[config.mk]
export PLATFORM = sky130hd
export DESIGN_NAME = rlsm_top
export DESIGN_NICKNAME = d
export VERILOG_FILES = /design/src/shared/rlsm_pkg.sv /design/src/design/rlsm_inst_status.sv /design/src/design/rlsm_top.sv
export SDC_FILE = /design/constraint.sdc
export NUM_CORES = 1
export LEC_CHECK = 0
export BUFFER_PORTS_ARGS = -buffer_cell sky130_fd_sc_hd__buf_2
export CORE_MARGIN = 2
export CORE_UTILIZATION = 56
export DETAILED_ROUTE_END_ITERATION = 8
export HOLD_SLACK_MARGIN = 0.12
export PLACE_DENSITY = 0.76
export SYNTH_ARGS = -nofsm -noshare
export SYNTH_HDL_FRONTEND = slang
export SYNTH_HIERARCHICAL = 1
export SYNTH_SLANG_ARGS = --single-unit
[constraint.sdc]
create_clock -name i_clock -period 2.75 [get_ports i_clock]
set_input_delay 0.1375 -clock i_clock [delete_from_list [all_inputs] [get_ports i_clock]]
set_output_delay 0.1375 -clock i_clock [all_outputs]
set_load 0.03 [all_outputs]
[src/shared/rlsm_pkg.sv]
`default_nettype none
package rlsm_pkg;
	localparam int NUM_INST = 6;
	localparam int NUM_OUT = 3;
	localparam logic [2:0] INST_LIMIT = 3'h6;
	// Command codes on the decoded command port
	localparam logic [3:0] OP_SETTING = 4'h0;
	localparam logic [3:0] OP_LOCK_CLAIM = 4'h1;
	localparam logic [3:0] OP_LOCK_QUERY = 4'h2;
	localparam logic [3:0] OP_LIM_LOG_RD = 4'h3;
	localparam logic [3:0] OP_LIM_MASK_WR = 4'h4;
	localparam logic [3:0] OP_LIM_MASK_RD = 4'h5;
	localparam logic [3:0] OP_STD_LOG_RD = 4'h6;
	localparam logic [3:0] OP_STD_MASK_WR = 4'h7;
	localparam logic [3:0] OP_STD_MASK_RD = 4'h8;
	localparam logic [3:0] OP_FAULT_RD = 4'h9;
	localparam logic [3:0] OP_STB_RD = 4'ha;
	localparam logic [3:0] OP_SRQ_MASK_WR = 4'hb;
	localparam logic [3:0] OP_SRQ_MASK_RD = 4'hc;
	localparam logic [3:0] OP_PPOLL_MASK_WR = 4'hd;
	localparam logic [3:0] OP_PPOLL_MASK_RD = 4'he;
	localparam logic [3:0] OP_IST_RD = 4'hf;
	// Lock command arguments and query answers
	localparam logic [7:0] LOCK_ARG_CLAIM = 8'h01;
	localparam logic [7:0] LOCK_ARG_RELEASE = 8'h00;
	localparam logic [7:0] LOCK_ANS_OTHER = 8'hff;
	localparam logic [7:0] LOCK_ANS_FREE = 8'h00;
	localparam logic [7:0] LOCK_ANS_MINE = 8'h01;
	// Privilege codes, two bits per instance
	localparam logic [1:0] PRIV_FULL = 2'h0;
	localparam logic [1:0] PRIV_READ_ONLY = 2'h1;
	localparam logic [1:0] PRIV_NONE = 2'h2;
	// Limit event log bit positions
	localparam int LIM_CV_BIT = 0;
	localparam int LIM_CC_BIT = 1;
	localparam int LIM_OVP_BIT = 2;
	localparam int LIM_OCP_BIT = 3;
	localparam int LIM_HARD_BIT = 6;
	localparam logic [7:0] LIM_USED_BITS = 8'h4f;
	// Standard event log and status byte
	localparam int STD_EXEC_BIT = 4;
	localparam int STB_ESB_BIT = 5;
	localparam int STB_MSS_BIT = 6;
	localparam logic [7:0] STB_SUMMARY_MASK = 8'hbf;
	localparam logic [7:0] FAULT_ACCESS_DENIED = 8'hc8;
	// Values after reset
	localparam logic [7:0] STD_LOG_RESET = 8'h80;
	localparam logic [7:0] BYTE_RESET = 8'h00;
endpackage : rlsm_pkg
`default_nettype wire

[src/design/rlsm_inst_status.sv]
`timescale 1ns/1ns
`default_nettype none
module rlsm_inst_status (
	input wire logic i_clock,
	input wire logic i_rst_b,
	input wire logic i_sel,
	input wire logic i_deny,
	input wire logic [3:0] i_op,
	input wire logic [7:0] i_arg,
	input wire logic [1:0] i_out_sel,
	input wire logic [23:0] i_events,
	output logic [7:0] o_rd_data,
	output logic o_mss,
	output logic o_ist
);
	logic [7:0] lim_log_reg [3];
	logic [7:0] lim_mask_reg [3];
	logic [7:0] std_log_reg;
	logic [7:0] std_mask_reg;
	logic [7:0] fault_reg;
	logic [7:0] srq_mask_reg;
	logic [7:0] ppoll_mask_reg;
	logic [2:0] lim_sum;
	logic [7:0] std_log_next;
	logic [7:0] fault_next;
	logic [7:0] stb_base;
	logic [7:0] stb;
	logic [7:0] lim_rd;
	logic [7:0] mask_rd;
	logic out_ok;
	localparam logic [7:0] BYTE_RESET_W = rlsm_pkg::BYTE_RESET;

	assign out_ok = (i_out_sel < 2'h3);
	assign lim_rd = out_ok ? lim_log_reg[i_out_sel] : BYTE_RESET_W;
	assign mask_rd = out_ok ? lim_mask_reg[i_out_sel] : BYTE_RESET_W;

	genvar g;
	generate
		for (g = 0; g < rlsm_pkg::NUM_OUT; g++) begin : g_out
			logic rd_clr;
			logic mask_wr;
			logic [7:0] ev;
			assign rd_clr = i_sel && i_op == rlsm_pkg::OP_LIM_LOG_RD &&
				i_out_sel == 2'(g);
			assign mask_wr = i_sel && i_op == rlsm_pkg::OP_LIM_MASK_WR &&
				i_out_sel == 2'(g);
			// Reserved positions can never latch
			assign ev = i_events[g*8 +: 8] & rlsm_pkg::LIM_USED_BITS;
			// A summary per output through its own mask
			assign lim_sum[g] = |(lim_log_reg[g] & lim_mask_reg[g]);
			always_ff @(posedge i_clock or negedge i_rst_b) begin
				if (!i_rst_b) begin
					lim_log_reg[g] <= rlsm_pkg::BYTE_RESET;
					lim_mask_reg[g] <= rlsm_pkg::BYTE_RESET;
				end else begin
					// Set wins over read-clear so no trip is lost
					lim_log_reg[g] <= rd_clr ? ev : (lim_log_reg[g] | ev);
					if (mask_wr) begin
						lim_mask_reg[g] <= i_arg;
					end
				end
			end
		end
	endgenerate

	assign std_log_next = ((i_sel && i_op == rlsm_pkg::OP_STD_LOG_RD) ?
		BYTE_RESET_W : std_log_reg) |
		{3'h0, i_deny, 4'h0};
	assign fault_next = i_deny ? rlsm_pkg::FAULT_ACCESS_DENIED :
		(i_sel && i_op == rlsm_pkg::OP_FAULT_RD) ? BYTE_RESET_W :
		fault_reg;
	assign stb_base = {2'h0, |(std_log_reg & std_mask_reg), 2'h0,
		lim_sum};
	assign o_mss = |(stb_base & srq_mask_reg & rlsm_pkg::STB_SUMMARY_MASK);
	assign stb = stb_base | {1'h0, o_mss, 6'h0};
	assign o_ist = |(stb & ppoll_mask_reg);

	always_ff @(posedge i_clock or negedge i_rst_b) begin
		if (!i_rst_b) begin
			std_log_reg <= rlsm_pkg::STD_LOG_RESET;
			std_mask_reg <= rlsm_pkg::BYTE_RESET;
			fault_reg <= rlsm_pkg::BYTE_RESET;
			srq_mask_reg <= rlsm_pkg::BYTE_RESET;
			ppoll_mask_reg <= rlsm_pkg::BYTE_RESET;
		end else begin
			std_log_reg <= std_log_next;
			fault_reg <= fault_next;
			if (i_sel && i_op == rlsm_pkg::OP_STD_MASK_WR) begin
				std_mask_reg <= i_arg;
			end
			if (i_sel && i_op == rlsm_pkg::OP_SRQ_MASK_WR) begin
				srq_mask_reg <= i_arg;
			end
			if (i_sel && i_op == rlsm_pkg::OP_PPOLL_MASK_WR) begin
				ppoll_mask_reg <= i_arg;
			end
		end
	end

	always_comb begin
		unique case (i_op)
			rlsm_pkg::OP_LIM_LOG_RD: o_rd_data = lim_rd;
			rlsm_pkg::OP_LIM_MASK_RD: o_rd_data = mask_rd;
			rlsm_pkg::OP_STD_LOG_RD: o_rd_data = std_log_reg;
			rlsm_pkg::OP_STD_MASK_RD: o_rd_data = std_mask_reg;
			rlsm_pkg::OP_FAULT_RD: o_rd_data = fault_reg;
			rlsm_pkg::OP_STB_RD: o_rd_data = stb;
			rlsm_pkg::OP_SRQ_MASK_RD: o_rd_data = srq_mask_reg;
			rlsm_pkg::OP_PPOLL_MASK_RD: o_rd_data = ppoll_mask_reg;
			rlsm_pkg::OP_IST_RD: o_rd_data = {7'h0, o_ist};
			default: o_rd_data = BYTE_RESET_W;
		endcase
	end
endmodule : rlsm_inst_status
`default_nettype wire

[src/design/rlsm_top.sv]
`timescale 1ns/1ns
`default_nettype none
// Behaviour
// - Lock claim with argument 1 gives that instance exclusive settings control.
// - Release with argument 0 works only from the owner; others are ignored.
// - Lock query answers -1 other owner, 0 free, 1 own lock.
// - Unprivileged setting change is blocked, sets event bit 4, fault code 200.
// - Owner disconnect or local key drops the lock at once.
// - All six instances take commands at all times, no selection needed.
// - Each instance keeps its own status and error register set.
// - Per-instance privilege full, read only or none; restricted ops denied.
// - Output limit summary set when log and mask share a set bit.
// - Reading a limit event log returns it and clears it.
// - Limit event mask is written by command and reads back unchanged.
// - Bit 6 logs a latched hard fault trip.
// - Bit 3 logs over-current trip, bit 2 over-voltage trip.
// - Bit 1 logs entry to current limit, bit 0 to voltage limit.
// - Limit log bits 7, 5 and 4 never receive an event.
// - Status byte formed through three limit masks and standard event mask.
// - Service request and parallel poll masks select status byte bits.
// - Status byte bits 0, 1, 2 summarise outputs 1, 2, 3.
// - Fault code clears on read and is zero after reset.
// - Status bit with its request mask bit raises the request summary.
module rlsm_top (
	input wire logic i_clock,
	input wire logic i_rst_b,
	input wire logic i_cmd_valid,
	input wire logic [2:0] i_cmd_inst,
	input wire logic [3:0] i_cmd_op,
	input wire logic [7:0] i_cmd_arg,
	input wire logic [1:0] i_cmd_out,
	input wire logic [11:0] i_inst_priv,
	input wire logic [5:0] i_disconnect,
	input wire logic i_local_key,
	input wire logic [2:0] i_cv_mode,
	input wire logic [2:0] i_cc_mode,
	input wire logic [2:0] i_ovp_trip,
	input wire logic [2:0] i_ocp_trip,
	input wire logic [2:0] i_hard_fault,
	output logic o_rsp_valid,
	output logic [7:0] o_rsp_data,
	output logic o_rsp_refused,
	output logic o_setting_apply,
	output logic o_lock_held,
	output logic [2:0] o_lock_owner,
	output logic [5:0] o_service_request,
	output logic [5:0] o_ppoll_ist
);
	function automatic logic changes_state(input logic [3:0] op,
		input logic [7:0] arg);
		changes_state = op == rlsm_pkg::OP_SETTING ||
			(op == rlsm_pkg::OP_LOCK_CLAIM && arg == rlsm_pkg::LOCK_ARG_CLAIM);
	endfunction : changes_state

	function automatic logic is_lock_op(input logic [3:0] op);
		is_lock_op = op == rlsm_pkg::OP_LOCK_CLAIM ||
			op == rlsm_pkg::OP_LOCK_QUERY;
	endfunction : is_lock_op

	logic rsp_valid_reg;
	logic [7:0] rsp_data_reg;
	logic rsp_refused_reg;
	logic apply_reg;
	logic lock_held_reg;
	logic [2:0] lock_owner_reg;
	logic [5:0] srq_reg;
	logic [5:0] ist_reg;
	logic [2:0] cv_prev_reg;
	logic [2:0] cc_prev_reg;
	logic [2:0] ovp_prev_reg;
	logic [2:0] ocp_prev_reg;
	logic [2:0] hard_prev_reg;
	logic lock_held_next;
	logic [2:0] lock_owner_next;
	logic [7:0] rsp_data_next;

	wire take_w = i_cmd_valid && i_cmd_inst < rlsm_pkg::INST_LIMIT;
	wire [1:0] priv_w = i_inst_priv[{i_cmd_inst, 1'b0} +: 2];
	wire own_w = lock_held_reg && lock_owner_reg == i_cmd_inst;
	wire foreign_w = lock_held_reg && lock_owner_reg != i_cmd_inst;
	wire change_w = changes_state(i_cmd_op, i_cmd_arg);
	// No access refuses every command; read only refuses changes
	wire deny_w = take_w && (priv_w == rlsm_pkg::PRIV_NONE ||
		(change_w && (priv_w == rlsm_pkg::PRIV_READ_ONLY || foreign_w)));
	wire ok_w = take_w && !deny_w;
	wire claim_w = ok_w && i_cmd_op == rlsm_pkg::OP_LOCK_CLAIM &&
		i_cmd_arg == rlsm_pkg::LOCK_ARG_CLAIM;
	// Release from a non-owner falls through and changes nothing
	wire release_w = ok_w && i_cmd_op == rlsm_pkg::OP_LOCK_CLAIM &&
		i_cmd_arg == rlsm_pkg::LOCK_ARG_RELEASE && own_w;
	wire drop_w = i_local_key ||
		(lock_held_reg && i_disconnect[lock_owner_reg]);
	wire [7:0] lock_ans_w = !lock_held_reg ? rlsm_pkg::LOCK_ANS_FREE :
		own_w ? rlsm_pkg::LOCK_ANS_MINE : rlsm_pkg::LOCK_ANS_OTHER;

	// Drop beats a claim in the same cycle: the key must win
	assign lock_held_next = drop_w ? 1'b0 : claim_w ? 1'b1 :
		release_w ? 1'b0 : lock_held_reg;
	assign lock_owner_next = claim_w ? i_cmd_inst : lock_owner_reg;

	// Rising edges only, so a held limit condition logs once
	wire [2:0] cv_rise = i_cv_mode & ~cv_prev_reg;
	wire [2:0] cc_rise = i_cc_mode & ~cc_prev_reg;
	wire [2:0] ovp_rise = i_ovp_trip & ~ovp_prev_reg;
	wire [2:0] ocp_rise = i_ocp_trip & ~ocp_prev_reg;
	wire [2:0] hard_rise = i_hard_fault & ~hard_prev_reg;
	logic [23:0] events_w;
	logic [7:0] inst_rd [6];
	logic [5:0] inst_mss;
	logic [5:0] inst_ist;

	genvar g;
	generate
		for (g = 0; g < rlsm_pkg::NUM_OUT; g++) begin : g_ev
			always_comb begin
				events_w[g*8 +: 8] = 8'h00;
				events_w[g*8 + rlsm_pkg::LIM_CV_BIT] = cv_rise[g];
				events_w[g*8 + rlsm_pkg::LIM_CC_BIT] = cc_rise[g];
				events_w[g*8 + rlsm_pkg::LIM_OVP_BIT] = ovp_rise[g];
				events_w[g*8 + rlsm_pkg::LIM_OCP_BIT] = ocp_rise[g];
				events_w[g*8 + rlsm_pkg::LIM_HARD_BIT] = hard_rise[g];
			end
		end
		// One independent status set per interface instance
		for (g = 0; g < rlsm_pkg::NUM_INST; g++) begin : g_inst
			wire hit_w = i_cmd_inst == 3'(g);
			rlsm_inst_status u_status (
				.i_clock(i_clock),
				.i_rst_b(i_rst_b),
				.i_sel(ok_w && hit_w),
				.i_deny(deny_w && hit_w),
				.i_op(i_cmd_op),
				.i_arg(i_cmd_arg),
				.i_out_sel(i_cmd_out),
				.i_events(events_w),
				.o_rd_data(inst_rd[g]),
				.o_mss(inst_mss[g]),
				.o_ist(inst_ist[g])
			);
		end
	endgenerate

	assign rsp_data_next = !ok_w ? 8'h00 :
		i_cmd_op == rlsm_pkg::OP_LOCK_QUERY ? lock_ans_w :
		is_lock_op(i_cmd_op) ? 8'h00 : inst_rd[i_cmd_inst];

	always_ff @(posedge i_clock or negedge i_rst_b) begin
		if (!i_rst_b) begin
			lock_held_reg <= 1'b0;
			lock_owner_reg <= 3'h0;
			rsp_valid_reg <= 1'b0;
			rsp_data_reg <= 8'h00;
			rsp_refused_reg <= 1'b0;
			apply_reg <= 1'b0;
		end else begin
			lock_held_reg <= lock_held_next;
			lock_owner_reg <= lock_owner_next;
			rsp_valid_reg <= take_w;
			rsp_data_reg <= rsp_data_next;
			rsp_refused_reg <= deny_w;
			apply_reg <= ok_w && i_cmd_op == rlsm_pkg::OP_SETTING;
		end
	end

	always_ff @(posedge i_clock or negedge i_rst_b) begin
		if (!i_rst_b) begin
			cv_prev_reg <= 3'h0;
			cc_prev_reg <= 3'h0;
			ovp_prev_reg <= 3'h0;
			ocp_prev_reg <= 3'h0;
			hard_prev_reg <= 3'h0;
			srq_reg <= 6'h00;
			ist_reg <= 6'h00;
		end else begin
			cv_prev_reg <= i_cv_mode;
			cc_prev_reg <= i_cc_mode;
			ovp_prev_reg <= i_ovp_trip;
			ocp_prev_reg <= i_ocp_trip;
			hard_prev_reg <= i_hard_fault;
			srq_reg <= inst_mss;
			ist_reg <= inst_ist;
		end
	end

	assign o_rsp_valid = rsp_valid_reg;
	assign o_rsp_data = rsp_data_reg;
	assign o_rsp_refused = rsp_refused_reg;
	assign o_setting_apply = apply_reg;
	assign o_lock_held = lock_held_reg;
	assign o_lock_owner = lock_owner_reg;
	assign o_service_request = srq_reg;
	assign o_ppoll_ist = ist_reg;

	// One register stage between each summary and its pin
	generate
		for (g = 0; g < rlsm_pkg::NUM_INST; g++) begin : g_chk

		end
	endgenerate
endmodule : rlsm_top
`default_nettype wire

==> run metrics <==
status finished with violations; failing checks DRC, setup timing; DRC violations left 4; Pleak 12.9 nW; H-tree level count 2; final wirelength a little under 70000 um; Synth-to-Final Area Change 24.6%; Pwr Density between 500 and 600 nW/um^2; clock group share of total power 42.7%; Hold Path Class in -> reg; ANT cells 0; Final ANT Viol Nets 0; Worst Setup Path Type reg -> reg; gpl congestion 0.976; Slew Limit Fails 0; final hold slack about 0.12 ns; Worst VDD drop 0.441 mV; Initial Util between 50 and 60%; Die Area 40300 sq um; YS warnings 6; Max-Slew Margin vs Limit 38.5%; All-Layer GR Usage a little over a third; Synth Instances 1867; Ports between 80 and 90; num rows 72; r2r worst-path depth 11; unrepaired setup endpoints after global routing true; critical-path maximum fanout 2; CTS tree yes; antenna violations before repair 3; worst flop-to-flop path endpoint o_rsp_data[0]; clk sinks around 440; fmax 338 MHz; DR iter-0 viols approximately 1700; flop-to-flop setup slack -0.21 ns; largest net degree at the start of global routing 96; final worst slack -0.210 ns; Fin. Hold Viols 0; First-pass DRT Iterations 9; CTS root buf clkbuf_16; Syn Nets roughly 1900; dpl ws -0.240 ns; endpoints failing setup between 90 and 100; sequential power share 45.8%; Clock Path Buffers 3; clk_skew between 0.015 and 0.02 ns; Worst R2R Start g_inst[3].u_status/lim_log_reg[1]; Tmin final about 3.0 ns; Via density between 6 and 7; detailed-route via count 17700; share of cells above drive strength 1 a little under a third; Buffers on Ports 80; Die H between 200 and 250 um; Psw 0.00394 W; Critical Path End Type flip-flop; maxcap violations 0; max FFs per register between 100 and 150; post-route clock period utilization 108%; final instance area about 27000 sq um; placed cell area 24900 sq um; grt total ovfl 0; Die W approximately 200 um; crit path to o_rsp_data[0]; CP Launch Point g_inst[3].u_status/lim_log_reg[1]; Worst Path Required about 3.2 ns; fin nets about 2300; final core utilization a little over two thirds; routed len/inst 24.8 um; first-pass GRT wire length 108000 um; vias in the first global route approximately 18000; Std-Cell Core Area approximately 38000 sq um; mapped cell area approximately 22000 sq um; startpoint types flip-flop; actual slew at the worst max-slew pin between 0.9 and 1 ns; post-DP HPWL between 40000 and 50000 um; switching share of power between 20% and 30%; Worst-Skew Late Latency 0.59 ns; combinational share of power a little under an eighth; crit path DAT about 3.4 ns; number of CTS-inserted buffers 47; Reg clk slew, reported paths about 0.06 ns; Internal Power about 0.011 W; Setup TNS -3.82 ns; syn_area_per_cell around 12 sq um
-- area by class of cell --
| class | instances | area (sq um) |
|---|---|---|
| clock buffer | 59 | 1300 |
| inverter | 36 | 135 |
| tap | 518 | 648 |
| multi-input combinational | 1324 | 10600 |
| sequential | 438 | 11000 |
| timing repair buffer | 393 | 3100 |
| clock inverter | 27 | 273 |
| fill | 2739 | 11500 |
-- repair_timing --
action | CTS | global route
hold buffers | 21 | 0
pin swaps | 20 | 18
resized for setup | 15 | 38
endpoints found under the hold margin | 154 | 0
setup buffers | 5 | 3
setup endpoints to repair | 66 | 291
-- worst min path at each step --
stage	start	to	slack (ns)	cells after the start
6_report	i_cmd_arg[1]	g_inst[5].u_status/srq_mask_reg[1]	0.12	4
5_1_grt	i_cmd_arg[1]	g_inst[5].u_status/srq_mask_reg[1]	0.13	4
4_1_cts	i_disconnect[2]	o_lock_held	0.14	6
3_5_place_dp	i_rst_b	o_service_request[5]	0.22	1
3_3_place_gp	i_rst_b	g_inst[5].u_status/srq_mask_reg[5]	0.20	1
2_1_floorplan	i_rst_b	cc_prev_reg[0]	-0.16	0
-- metrics by stage --
| step | power, W | std cells |
|---|---|---|
| finish | 0.0151 | 2795 |
| global route | 0.0156 | 2795 |
| global placement | 0.00861 | 2681 |
| floorplan | 0.00779 | 1867 |
| CTS | 0.0151 | 2792 |
| detailed placement | 0.00866 | 2681 |
-- layer usage --
metal | global-route usage (%) | vias to the layer above | share of wire (%)
li1 | - | 7725 | -
met1 | 46.6 | 8976 | 40
met2 | 55.4 | 819 | 46
met3 | 6.88 | 219 | 8.4
met4 | 15.9 | 6 | 5.1
met5 | 0 | - | 0.045
-- worst max-delay path, stage by stage (launching register included) --
cell	delay [ns]
dfrtp_1	0.38
a222oi_1	0.48
buf_4	0.22
a31oi_4	0.09
a2111oi_4	0.38
o211ai_2	0.13
a21o_1	0.24
mux4_2	0.50
a2bb2oi_2	0.17
o21ai_1	0.08
a21oi_2	0.13
nor3_1	0.06
-- power groups by stage --
stage	combinational, W	clock, W	sequential [W]
floorplan	0.000791	0	0.00700
global placement	0.00160	0	0.00701
detailed placement	0.00164	0	0.00702
CTS	0.00169	0.00652	0.00691
global route	0.00185	0.00681	0.00694
finish	0.00174	0.00644	0.00692
-- cells in the final DEF (no fill, tap or decap), drive strengths merged, types with 8 or more instances in the layout --
cell type,instances
buf,372
o21ai,81
nor2b,59
a222oi,40
a221oi,8
and3,9
dfrtp,432
o2bb2ai,13
clkbuf,59
nor2,63
mux2,281
a31oi,12
a21o,101
nand3b,19
o211ai,21
mux2i,110
a22oi,54
clkinv,18
a21oi,50
nor4b,8
nand2,187
nand3,54
inv,38
mux4,9
nand4,13
nor3,44
dlygate4sd3,20
nand2b,19
nor3b,8
Note: power is estimated with default switching activity, not from simulation.
